===== src/design/ppcb_defs.vh =====
// Constants for the port pin configuration bank
// Function
// A skip bit of 1 makes the crossbar decoder pass over that pin of ports 1 to 3; 0 leaves it free.
// Software should skip pins used as analog inputs or special functions such as start input.
// Latch 0 drives the pin low; latch 1 drives high in push-pull or floats in open-drain.
// Port 2 latch values reach the pins per crossbar routing and only while the crossbar is on.
// Port 3 and port 4 latch values reach their pins as written, with no routing.
// A port data read returns 0 for every bit whose pin is an analog input.
// A port data read returns the sampled pin level for digital inputs, not the latch.
// An analog pin has its pull-up, output driver and input receiver all disabled.
// Input mode bit 0 means analog and 1 digital; input mode registers reset to all ones.
// Output mode bit 0 means open-drain and 1 push-pull; mode and skip registers reset to zero.
// The output mode bit has no effect while the pin is an analog input.
// Port 3 pins 1 to 7 are unimplemented unless the large package is selected.
// Port 4 and its registers exist only in the large package.
// While the crossbar enable is 0 all port output drivers are off.
// Read-modify-write reads of a port register return the latch, not the pin.
// Pull-ups are on for digital pins not in push-pull unless the pull-up disable bit is 1.
// The block exports a per-pin skip vector to the crossbar decoder.
`ifndef PPCB_DEFS_VH
`define PPCB_DEFS_VH
`define PPCB_AW 8
`define PPCB_DW 8
`define PPCB_A_P2_LATCH 8'hA0
`define PPCB_A_P2_DRIVE 8'hA6
`define PPCB_A_P3_DRIVE 8'hA7
`define PPCB_A_P4_DRIVE 8'hAE
`define PPCB_A_P3_LATCH 8'hB0
`define PPCB_A_P4_LATCH 8'hC7
`define PPCB_A_P1_BYPASS 8'hD5
`define PPCB_A_P2_BYPASS 8'hD6
`define PPCB_A_P3_BYPASS 8'hDF
`define PPCB_A_P2_ANALOG 8'hF3
`define PPCB_A_P3_ANALOG 8'hF4
`define PPCB_A_P4_ANALOG 8'hF5
`define PPCB_RST_LATCH 8'hFF
`define PPCB_RST_ANALOG 8'hFF
`define PPCB_RST_DRIVE 8'h00
`define PPCB_RST_BYPASS 8'h00
`define PPCB_ALL_PINS 8'hFF
`define PPCB_NO_PINS 8'h00
`define PPCB_P3_SMALL_PINS 8'h01
`define PPCB_NREG 12
`define PPCB_SEL_NONE 12'h000
`endif


===== src/design/ppcb_pin_cell.v =====
// One 8-pin port: input sync, drive, pull-up and read value
`timescale 1ns/10ps
`include "ppcb_defs.vh"
module ppcb_pin_cell #(
  parameter [7:0] IMPL = 8'hFF
) (
  // Clock and reset
  input wire clock,
  input wire rst_n,
  // Configuration
  input wire [7:0] latch,
  input wire [7:0] analog_n,
  input wire [7:0] push_pull,
  input wire [7:0] route_sel,
  input wire [7:0] route_data,
  input wire xbar_en,
  input wire pull_dis,
  // Pins
  input wire [7:0] pin_in,
  output reg [7:0] pin_out,
  output reg [7:0] pin_oe,
  output reg [7:0] pull_en,
  // Read value of the pins
  output wire [7:0] pin_level
);
  reg [7:0] meta_reg;
  reg [7:0] sync_reg;
  wire [7:0] dig;
  wire [7:0] value;
  assign dig = analog_n & IMPL;
  assign value = (route_sel & route_data) | (~route_sel & latch); // see R4
  // Receiver off on analog pins, so they read low
  assign pin_level = sync_reg & dig; // see R6 see R7
  always @(posedge clock) begin
    if (!rst_n) begin
      meta_reg <= `PPCB_NO_PINS;
      sync_reg <= `PPCB_NO_PINS;
      pin_out <= `PPCB_NO_PINS;
      pin_oe <= `PPCB_NO_PINS;
      pull_en <= `PPCB_NO_PINS;
    end else begin
      meta_reg <= pin_in;
      sync_reg <= meta_reg;
      pin_out <= value & dig;
      // Open-drain high releases the pin; analog ignores drive mode
      pin_oe <= {8{xbar_en}} & dig & (~value | push_pull); // see R3 see R11
      pull_en <= {8{~pull_dis}} & dig & ~push_pull; // see R16
    end
  end
endmodule // ppcb_pin_cell


===== src/design/ppcb_port_bank.v =====
// Port 1-4 configuration registers, skip vector and pin logic
`timescale 1ns/10ps
`include "ppcb_defs.vh"
module ppcb_port_bank #(
  parameter PKG48 = 1
) (
  // Clock and reset
  input wire clock,
  input wire rst_n,
  // Special function register port
  input wire [7:0] sfr_addr,
  input wire sfr_wr,
  input wire [7:0] sfr_wdata,
  input wire sfr_rd,
  input wire sfr_rmw,
  output reg [7:0] sfr_rdata,
  output reg sfr_rvalid,
  // Global controls
  input wire global_crossbar_enable,
  input wire global_pullup_disable,
  // Crossbar routing for port 2
  input wire [7:0] xbar_p2_sel,
  input wire [7:0] xbar_p2_data,
  // Skip vector to the crossbar decoder, ports 3..1
  output reg [23:0] skip_vec,
  // Port 2 pins
  input wire [7:0] port2_pin_in,
  output wire [7:0] port2_pin_out,
  output wire [7:0] port2_pin_oe,
  output wire [7:0] port2_pull_en,
  // Port 3 pins
  input wire [7:0] port3_pin_in,
  output wire [7:0] port3_pin_out,
  output wire [7:0] port3_pin_oe,
  output wire [7:0] port3_pull_en,
  // Port 4 pins
  input wire [7:0] port4_pin_in,
  output wire [7:0] port4_pin_out,
  output wire [7:0] port4_pin_oe,
  output wire [7:0] port4_pull_en
);
  // Unimplemented pins keep their reset value and read as zero
  localparam [7:0] P3_IMPL = PKG48 ? `PPCB_ALL_PINS : `PPCB_P3_SMALL_PINS;
  localparam [7:0] P4_IMPL = PKG48 ? `PPCB_ALL_PINS : `PPCB_NO_PINS;
  localparam [23:0] IMPL_ALL = {P4_IMPL, P3_IMPL, `PPCB_ALL_PINS};

  // Register select indices
  localparam S_P2_LATCH = 0;
  localparam S_P3_LATCH = 1;
  localparam S_P4_LATCH = 2;
  localparam S_P2_ANALOG = 3;
  localparam S_P3_ANALOG = 4;
  localparam S_P4_ANALOG = 5;
  localparam S_P2_DRIVE = 6;
  localparam S_P3_DRIVE = 7;
  localparam S_P4_DRIVE = 8;
  localparam S_P1_BYPASS = 9;
  localparam S_P2_BYPASS = 10;
  localparam S_P3_BYPASS = 11;

  // Configuration storage
  reg [7:0] port2_output_latch_reg;
  reg [7:0] port3_output_latch_reg;
  reg [7:0] port4_output_latch_reg;
  reg [7:0] port2_analog_select_reg;
  reg [7:0] port3_analog_select_reg;
  reg [7:0] port4_analog_select_reg;
  reg [7:0] port2_output_drive_mode_reg;
  reg [7:0] port3_output_drive_mode_reg;
  reg [7:0] port4_output_drive_mode_reg;
  reg [7:0] port1_crossbar_bypass_reg;
  reg [7:0] port2_crossbar_bypass_reg;
  reg [7:0] port3_crossbar_bypass_reg;
  reg [7:0] rdata_next;
  wire [11:0] sel;
  wire [23:0] pin_level;
  wire [23:0] pin_out_all;
  wire [23:0] pin_oe_all;
  wire [23:0] pull_en_all;

  // Address decode shared by the write and the read path
  function [11:0] reg_sel;
    input [7:0] addr;
    input p4_present;
    begin
      reg_sel = `PPCB_SEL_NONE;
      if (addr == `PPCB_A_P2_LATCH) begin
        reg_sel[S_P2_LATCH] = 1'b1;
      end else if (addr == `PPCB_A_P3_LATCH) begin
        reg_sel[S_P3_LATCH] = 1'b1;
      end else if (addr == `PPCB_A_P4_LATCH) begin
        reg_sel[S_P4_LATCH] = p4_present;
      end else if (addr == `PPCB_A_P2_ANALOG) begin
        reg_sel[S_P2_ANALOG] = 1'b1;
      end else if (addr == `PPCB_A_P3_ANALOG) begin
        reg_sel[S_P3_ANALOG] = 1'b1;
      end else if (addr == `PPCB_A_P4_ANALOG) begin
        reg_sel[S_P4_ANALOG] = p4_present;
      end else if (addr == `PPCB_A_P2_DRIVE) begin
        reg_sel[S_P2_DRIVE] = 1'b1;
      end else if (addr == `PPCB_A_P3_DRIVE) begin
        reg_sel[S_P3_DRIVE] = 1'b1;
      end else if (addr == `PPCB_A_P4_DRIVE) begin
        reg_sel[S_P4_DRIVE] = p4_present;
      end else if (addr == `PPCB_A_P1_BYPASS) begin
        reg_sel[S_P1_BYPASS] = 1'b1;
      end else if (addr == `PPCB_A_P2_BYPASS) begin
        reg_sel[S_P2_BYPASS] = 1'b1;
      end else if (addr == `PPCB_A_P3_BYPASS) begin
        reg_sel[S_P3_BYPASS] = 1'b1;
      end
    end
  endfunction

  assign sel = reg_sel(sfr_addr, PKG48 != 0);

  // Latches: unimplemented bits hold their reset value
  always @(posedge clock) begin
    if (!rst_n) begin
      port2_output_latch_reg <= `PPCB_RST_LATCH;
      port3_output_latch_reg <= `PPCB_RST_LATCH;
      port4_output_latch_reg <= `PPCB_RST_LATCH;
    end else if (sfr_wr) begin
      if (sel[S_P2_LATCH]) begin
        port2_output_latch_reg <= sfr_wdata;
      end
      if (sel[S_P3_LATCH]) begin
        port3_output_latch_reg <= (sfr_wdata & P3_IMPL) | (`PPCB_RST_LATCH & ~P3_IMPL);
      end
      if (sel[S_P4_LATCH]) begin
        port4_output_latch_reg <= sfr_wdata;
      end
    end
  end

  // Input mode: all digital after reset
  always @(posedge clock) begin
    if (!rst_n) begin
      port2_analog_select_reg <= `PPCB_RST_ANALOG;
      port3_analog_select_reg <= `PPCB_RST_ANALOG;
      port4_analog_select_reg <= `PPCB_RST_ANALOG;
    end else if (sfr_wr) begin
      if (sel[S_P2_ANALOG]) begin
        port2_analog_select_reg <= sfr_wdata;
      end
      if (sel[S_P3_ANALOG]) begin
        port3_analog_select_reg <= (sfr_wdata & P3_IMPL) | (`PPCB_RST_ANALOG & ~P3_IMPL);
      end
      if (sel[S_P4_ANALOG]) begin
        port4_analog_select_reg <= sfr_wdata;
      end
    end
  end

  // Output mode: open-drain after reset
  always @(posedge clock) begin
    if (!rst_n) begin
      port2_output_drive_mode_reg <= `PPCB_RST_DRIVE;
      port3_output_drive_mode_reg <= `PPCB_RST_DRIVE;
      port4_output_drive_mode_reg <= `PPCB_RST_DRIVE;
    end else if (sfr_wr) begin
      if (sel[S_P2_DRIVE]) begin
        port2_output_drive_mode_reg <= sfr_wdata;
      end
      if (sel[S_P3_DRIVE]) begin
        port3_output_drive_mode_reg <= sfr_wdata & P3_IMPL;
      end
      if (sel[S_P4_DRIVE]) begin
        port4_output_drive_mode_reg <= sfr_wdata;
      end
    end
  end

  // Skip masks, also the flops behind the exported skip vector
  always @(posedge clock) begin
    if (!rst_n) begin
      port1_crossbar_bypass_reg <= `PPCB_RST_BYPASS;
      port2_crossbar_bypass_reg <= `PPCB_RST_BYPASS;
      port3_crossbar_bypass_reg <= `PPCB_RST_BYPASS;
    end else if (sfr_wr) begin
      if (sel[S_P1_BYPASS]) begin
        port1_crossbar_bypass_reg <= sfr_wdata;
      end
      if (sel[S_P2_BYPASS]) begin
        port2_crossbar_bypass_reg <= sfr_wdata;
      end
      if (sel[S_P3_BYPASS]) begin
        port3_crossbar_bypass_reg <= sfr_wdata & P3_IMPL;
      end
    end
  end

  // Skip vector follows the masks one cycle later, as the decoder samples it
  always @(posedge clock) begin
    if (!rst_n) begin
      skip_vec <= {`PPCB_RST_BYPASS, `PPCB_RST_BYPASS, `PPCB_RST_BYPASS};
    end else begin
      skip_vec <= {port3_crossbar_bypass_reg, port2_crossbar_bypass_reg,
        port1_crossbar_bypass_reg}; // see R1
    end
  end

  // Read mux: port data reads the pins unless the core is doing read-modify-write
  always @* begin
    rdata_next = `PPCB_NO_PINS;
    if (sel[S_P2_LATCH]) begin
      rdata_next = sfr_rmw ? port2_output_latch_reg : pin_level[7:0]; // see R15
    end else if (sel[S_P3_LATCH]) begin
      rdata_next = (sfr_rmw ? port3_output_latch_reg : pin_level[15:8]) & P3_IMPL;
    end else if (sel[S_P4_LATCH]) begin
      rdata_next = sfr_rmw ? port4_output_latch_reg : pin_level[23:16];
    end else if (sel[S_P2_ANALOG]) begin
      rdata_next = port2_analog_select_reg;
    end else if (sel[S_P3_ANALOG]) begin
      rdata_next = port3_analog_select_reg & P3_IMPL;
    end else if (sel[S_P4_ANALOG]) begin
      rdata_next = port4_analog_select_reg;
    end else if (sel[S_P2_DRIVE]) begin
      rdata_next = port2_output_drive_mode_reg;
    end else if (sel[S_P3_DRIVE]) begin
      rdata_next = port3_output_drive_mode_reg;
    end else if (sel[S_P4_DRIVE]) begin
      rdata_next = port4_output_drive_mode_reg;
    end else if (sel[S_P1_BYPASS]) begin
      rdata_next = port1_crossbar_bypass_reg;
    end else if (sel[S_P2_BYPASS]) begin
      rdata_next = port2_crossbar_bypass_reg;
    end else if (sel[S_P3_BYPASS]) begin
      rdata_next = port3_crossbar_bypass_reg;
    end
  end

  // Read data is held until the next read
  always @(posedge clock) begin
    if (!rst_n) begin
      sfr_rdata <= `PPCB_NO_PINS;
      sfr_rvalid <= 1'b0;
    end else begin
      sfr_rvalid <= sfr_rd;
      if (sfr_rd) begin
        sfr_rdata <= rdata_next;
      end
    end
  end

  // Per-port pin logic; only port 2 sees crossbar routing
  genvar gi;
  generate
    for (gi = 0; gi < 3; gi = gi + 1) begin : g_port
      wire [7:0] lat;
      wire [7:0] ana;
      wire [7:0] drv;
      wire [7:0] rsel;
      wire [7:0] pin_in;
      if (gi == 0) begin : g_p2
        assign lat = port2_output_latch_reg;
        assign ana = port2_analog_select_reg;
        assign drv = port2_output_drive_mode_reg;
        assign rsel = xbar_p2_sel;
        assign pin_in = port2_pin_in;
      end else if (gi == 1) begin : g_p3
        assign lat = port3_output_latch_reg;
        assign ana = port3_analog_select_reg;
        assign drv = port3_output_drive_mode_reg;
        assign rsel = `PPCB_NO_PINS;
        assign pin_in = port3_pin_in;
      end else begin : g_p4
        assign lat = port4_output_latch_reg;
        assign ana = port4_analog_select_reg;
        assign drv = port4_output_drive_mode_reg;
        assign rsel = `PPCB_NO_PINS;
        assign pin_in = port4_pin_in;
      end
      ppcb_pin_cell #(
        .IMPL(IMPL_ALL[gi*8 +: 8])
      ) u_cell (
        .clock(clock),
        .rst_n(rst_n),
        .latch(lat),
        .analog_n(ana),
        .push_pull(drv),
        .route_sel(rsel),
        .route_data(xbar_p2_data),
        .xbar_en(global_crossbar_enable),
        .pull_dis(global_pullup_disable),
        .pin_in(pin_in),
        .pin_out(pin_out_all[gi*8 +: 8]),
        .pin_oe(pin_oe_all[gi*8 +: 8]),
        .pull_en(pull_en_all[gi*8 +: 8]),
        .pin_level(pin_level[gi*8 +: 8])
      );
    end
  endgenerate

  assign port2_pin_out = pin_out_all[7:0];
  assign port2_pin_oe = pin_oe_all[7:0];
  assign port2_pull_en = pull_en_all[7:0];
  assign port3_pin_out = pin_out_all[15:8];
  assign port3_pin_oe = pin_oe_all[15:8];
  assign port3_pull_en = pull_en_all[15:8];
  assign port4_pin_out = pin_out_all[23:16];
  assign port4_pin_oe = pin_oe_all[23:16];
  assign port4_pull_en = pull_en_all[23:16];
endmodule // ppcb_port_bank


===== config.mk =====
export PLATFORM = sky130hd
export DESIGN_NAME = ppcb_port_bank
export DESIGN_NICKNAME = d
export VERILOG_FILES = /design/src/design/ppcb_pin_cell.v /design/src/design/ppcb_port_bank.v
export VERILOG_INCLUDE_DIRS = /design/src /design/src/design
export SDC_FILE = /design/constraint.sdc
export NUM_CORES = 1
export LEC_CHECK = 0
export ABC_AREA = 1
export BUFFER_PORTS_ARGS = -buffer_cell sky130_fd_sc_hd__buf_4
export CAP_MARGIN = 20
export CORE_MARGIN = 1.5
export CORE_UTILIZATION = 40
export CTS_CLUSTER_DIAMETER = 30
export DETAILED_ROUTE_END_ITERATION = 16
export REMOVE_ABC_BUFFERS = 1
export SLEW_MARGIN = 10
export SYNTH_ARGS = -nofsm -noshare
export SYNTH_HDL_FRONTEND = slang
export SYNTH_HIERARCHICAL = 1
export SYNTH_SLANG_ARGS = --single-unit

===== constraint.sdc =====
create_clock -name clock -period 1.56 [get_ports clock]
set_clock_uncertainty 0.15 [all_clocks]
set_input_delay 0.234 -clock clock [delete_from_list [all_inputs] [get_ports clock]]
set_output_delay 0.234 -clock clock [all_outputs]
set_load 0.005 [all_outputs]

### Yosys cells after proc, flatten, opt, wreduce, memory -nomap -nowiden

Cells that the tools add are included.

| storage, ports and cells | value |
|---|---|
| flip-flop bits (word level) | 249 |
| bits in latches | 0 |
| memory bits (writable) | 0 |
| ROM bits | 0 |
| input bits | 63 |
| memories | 0 |

| operators by class | value |
|---|---|
| add/sub/neg operators | 0 |
| multiply operators | 0 |
| div/mod/pow operators | 0 |
| $lt $le $gt $ge | 0 |
| equal/unequal tests | 12 |
| shifts and indexed selects | 0 |
| multiplexer cells | 38 |
| bitwise gates (word level) | 32 |
| reductions and logical operators | 12 |

Operators with widths:

| operator | count |
|---|---|
| bitwise AND 8 bit | 20 |
| two-way mux 8 bit | 16 |
| equality test 8 bit (second input constant) | 12 |
| NOT 8 bit | 7 |
| OR 8 bit | 4 |
| AND reduction 2 bit | 12 |
| two-way mux 1 bit | 13 |
| two-way mux 11 bit | 1 |
| two-way mux 10 bit | 1 |
| two-way mux 9 bit | 1 |
| two-way mux 7 bit | 1 |
| two-way mux 6 bit | 1 |
| two-way mux 5 bit | 1 |
| two-way mux 4 bit | 1 |
| two-way mux 3 bit | 1 |
| two-way mux 2 bit | 1 |
| NOT 1 bit | 1 |

### Depth between registers and ports, before layout

| logic depth | value |
|---|---|
| word-level depth | 25 |
| mapped depth | 12 |
| mapped depth without buffers | 11 |

### Hierarchy

The synthesis kept the hierarchy.

By module, submodules not included:

| module | instances | cells each | area each (sq um) | sequential area each (sq um) |
|---|---|---|---|---|
| ppcb_port_bank | 1 | 779 | 5662.9 | 2582.5 |
| ppcb_pin_cell | 3 | 173 | 1387.6 | 800.8 |

### Least setup slack after synthesis

Ideal clock, no wire load.

| timing path | value |
|---|---|
| path type | in2reg |
| start | in sfr_rmw |
| end | reg sfr_rdata[3] |
| setup time | 0.134 ns |
| data arrival time | 1.253 ns |
| required time | 1.276 ns |
| setup slack | 0.023 ns |
| stages on the path | 9 |
| buffers on the path | 2 |
| path through | buf_2 > buf_2 > mux2_2 > nand2_1 > nand2_1 > inv_1 > nand4_1 > nand2_1 > a21oi_1 |

| between the ends | value |
|---|---|
| cells in the longest elaborated chain, start to end | 4 |
| elaborated cells on any way between the ends | 6 |
| classes of those cells | mux: 6 |

Ends and longest elaborated chain:

| element | line | RTL |
|---|---|---|
| from (decl) | ppcb_port_bank.v:15 | `input wire sfr_rmw,` |
| two-way mux 8 bit | ppcb_port_bank.v:211 | `rdata_next = sfr_rmw ? port4_output_latch_reg : pin_level[23:16];` |
| two-way mux 8 bit | ppcb_port_bank.v:210 | `end else if (sel[S_P4_LATCH]) begin` |
| two-way mux 8 bit | ppcb_port_bank.v:208 | `end else if (sel[S_P3_LATCH]) begin` |
| two-way mux 8 bit * | ppcb_port_bank.v:206 | `if (sel[S_P2_LATCH]) begin` |
| to (signal assigned) | ppcb_port_bank.v:236 | `` sfr_rdata <= `PPCB_NO_PINS; `` |
| to (signal assigned) | ppcb_port_bank.v:241 | `sfr_rdata <= rdata_next;` |
| to (decl) | ppcb_port_bank.v:16 | `output reg [7:0] sfr_rdata,` |

Every way passes the cells marked *; elsewhere a longest branch is shown, timed or not.
A chain may end at the register's enable or synchronous reset.

### Worst setup path after layout

| timing path | value |
|---|---|
| start | in global_crossbar_enable |
| end | reg g_port[0].u_cell.pin_oe[7] |

| between the ends | value |
|---|---|
| cells in the longest elaborated chain, start to end | 2 |

Ends and longest elaborated chain:

| element | line | RTL |
|---|---|---|
| from (decl) | ppcb_port_bank.v:19 | `input wire global_crossbar_enable,` |
| bitwise AND 8 bit (2 in series) | ppcb_pin_cell.v:46 | `pin_oe <= {8{xbar_en}} & dig & (~value \| push_pull);` |
| to (signal assigned) | ppcb_pin_cell.v:39 | `` pin_oe <= `PPCB_NO_PINS; `` |
| to (signal assigned) | ppcb_pin_cell.v:46 |  |
| to (decl) | ppcb_pin_cell.v:21 | `output reg [7:0] pin_oe,` |

No other way between the ends.

==> summary.txt <==
Run status
  • Status: completed

Floorplanning
  • Die X: 159.7 um
  • Die area: 25,510 um2
  • Initial core utilization: 0.4064
  • Core area: 24,180 um2
  • Core Rows: 57
  • I/O pin cnt: 168
  • Die height: 159.7 um

Global route
  • Largest net degree at the start of global routing: 35
  • Global route overflow: 0
  • Antenna violations before repair: 0
  • Number of global-route vias before repair: 8,740
  • First-pass GRT wire length: 47.12 mm
  • Gr usage total: 0.2336

Route
  • First-pass DRT Iterations: 7
  • Met2 wire len: 14.22 mm
  • M1 WL: 13.33 mm
  • Post-Route WL: 29.78 mm
  • Iter 0 DRT Violations: 602
  • Vias/cell: 4.645
  • DRC: 0
  • Drt wl/cell: 15.00 um
  • Vias post-DR: 9,224
  • Highest routed layer: met4
  • Post-route ant nets: 0
  • Met3 routed WL: 1.567 mm

Placed design
  • GPL Wtd Cong: 0.8258
  • DP HPWL: 19.92 mm
  • Placed cell areas: 11,950 um2
  • Pre-CTS WS: -265.2 ps
  • Port Buffers: 167

Cells and area
  • Area growth syn-to-layout: 46.72%
  • Final core utilization: 0.5963
  • Non-Filler Cell Area, Final: 14,420 um2
  • Diode count: 0
  • Layout Nets: 1,685
  • Fraction of layout cells with a size suffix above 1: 0.2232

Timing
  • Final setup vio count: 0
  • Final min period: 1499 ps
  • Worst setup margin: 61.35 ps
  • Final period util: 0.9607
  • Final number of max-transition violations: 0
  • Setup TNS: 0 ps
  • Max Clk Rate: 0.6673 GHz
  • Actual transition at the worst max-transition pin: 516.0 ps
  • Worst hold slack: 23.02 ps
  • Relative slew slack: 0.6549
  • RSZ-0062 raised after global routing: false
  • Fin. Hold Viols: 0

Synth
  • Post-synthesis cell type count: 29
  • Synthesized cell area: 9826 um2
  • Yosys warnings: 6
  • Post-synth ARST share: 0
  • Post-synthesis compound-gate area fraction: 0.09538
  • Avg Cell Area, Syn: 7.570 um2
  • Largest family of logic cells by synthesized area: simple AND/OR/NAND/NOR gates
  • Most frequent cell after synthesis: nand2_1
  • Area leader, netlist: dfxtp_1
  • Post-Synth XOR/XNOR Area: 0
  • Synthesis-stage register bit count: 249
  • Cells after Synth: 1,298
  • Seq/Total Area, Yosys: 0.5073
  • Synth Area in Simple Gates: 0.2600
  • Adder-cell share of the synthesized area: 0
  • Post-synth EDFFs: 0
  • Post-synth top cells: nand2_1 (363), dfxtp_1 (249), inv_1 (223)
  • Top cell type's share of synthesized area: 0.5073
  • Mux cell area share after synthesis: 0.01719
  • Ys flop type: dfxtp_1
  • Top cells by area, synth: dfxtp_1 (51%), nand2_1 (14%), inv_1 (8.5%)

Worst setup path
  • Worst setup EP type: flop
  • WS Path Type: input port to flop
  • Arr. time, crit path: 1820 ps
  • Max FO, Critical Path: 17
  • Reg2reg path depth: 4
  • Startpoint type of the worst setup path: input port
  • Crit. Startpoint: global_crossbar_enable
  • Worst Path Required: 1880 ps
  • R2R Path Start: g_port[0].ana[0]$_SDFFE_PN1P_
  • R2r endpoint: g_port[0].u_cell/pull_en[0]$_SDFF_PN0_
  • R2R setup slack: 70 ps

Clock tree
  • Post-CTS setup buffer count: 0
  • Worst-path clk slew: 50 ps
  • Clock Tree Root: clkbuf_16
  • Clk_lat worst skew: 540 ps
  • CTS Buf Count: 48
  • Htree depth: 2
  • Clock Sinks: 249
  • CTS tree: done
  • Clock Path Buffers: 3

Worst hold path
  • Hold Path Class: input port to flop
  • Worst hold stages: 4
  • Hold_sp: rst_n
  • WHS Endpoint: g_port[1].u_cell/sync_reg[2]$_SDFF_PN0_

Job
  • Max-cap violations: 0

Power and ir drop
  • Pleak: 7.227 nW
  • Power Dens Cells: 1282 nW/um2
  • Max VDD drop: 879.2 uV
repair_timing:
action,in CTS,in global routing
hold endpoints to repair,163,0
hold buffers,74,0
setup endpoints to repair,0,3
resized for setup,0,2
stage by stage:
step           instances  power, mW
2_1_floorplan       1269      7.067
3_3_place_gp        1822      7.714
3_5_place_dp        1822      7.718
4_1_cts             1986      18.61
5_1_grt             1986      19.11
6_report            1986      18.47
cells in the final DEF, fill, tap and decap left out, types with 8 or more instances in the layout:
| cell type | count |
|---|---|
| clkinvlp_4 | 8 |
| buf_4 | 210 |
| o21ai_0 | 48 |
| nor2_1 | 36 |
| buf_12 | 17 |
| nor3_1 | 9 |
| mux2_2 | 15 |
| nand3_1 | 104 |
| dfxtp_1 | 249 |
| nand4_1 | 16 |
| inv_1 | 223 |
| o211ai_1 | 17 |
| dlygate4sd3_1 | 74 |
| nor3_2 | 19 |
| clkbuf_16 | 49 |
| nand2_1 | 363 |
| conb_1 | 32 |
| a21oi_1 | 112 |
power by group:
| group | switching (mW) | internal, mW |
|---|---|---|
| clock network | 3.49 | 7.22 |
| logic | 0.585 | 0.582 |
| registers | 0.0525 | 6.54 |
| total | 4.13 | 14.3 |
how the worst max path moves through the flow:
stage               cells past startpoint  slack, ps                               endpoint
global placement                       11       -250              sfr_rdata[5]$_SDFFE_PN0P_
detailed placement                     11       -270              sfr_rdata[5]$_SDFFE_PN0P_
global route                            5        0.2  g_port[1].u_cell/pin_oe[0]$_SDFF_PN0_
CTS                                     5         40  g_port[1].u_cell/pin_oe[0]$_SDFF_PN0_
finish                                  5         60  g_port[0].u_cell/pin_oe[7]$_SDFF_PN0_
floorplan                               7        -30          g_port[1].drv[0]$_SDFFE_PN0P_
layout make-up:
type,instances,area [um2]
Clock buffer,58,1320
Clock inverter,32,396.6
Fill cell,2155,9761
Inverter,225,844.6
Multi-Input combinational cell,795,3781
Sequential cell,249,4985
Tap cell,324,405.4
Timing Repair Buffer,303,2684
metal layers:
| metal | GRT usage | vias to the layer above |
|---|---|---|
| met2 | 0.3938 | 280 |
| met1 | 0.3046 | 4211 |
| li1 | - | 4687 |
| met4 | 0.07933 | 0 |
| met5 | 0 | - |
| met3 | 0.03636 | 46 |
logic make-up (layout without fill, tap and decap cells):
group / after synthesis / in the layout
simple gates: 570 / 570
mux: 15 / 15
other cells: 1 / 32
buf+inv: 285 / 618
compound gates: 178 / 178
flops: 249 / 249
worst max-delay path: stages:
cell           delay (ps)
dlygate4sd3_1         560
buf_8                 200
nand3_1               100
a21oi_1               140
dlygate4sd3_1         580
(Power assumes the default switching activity.)
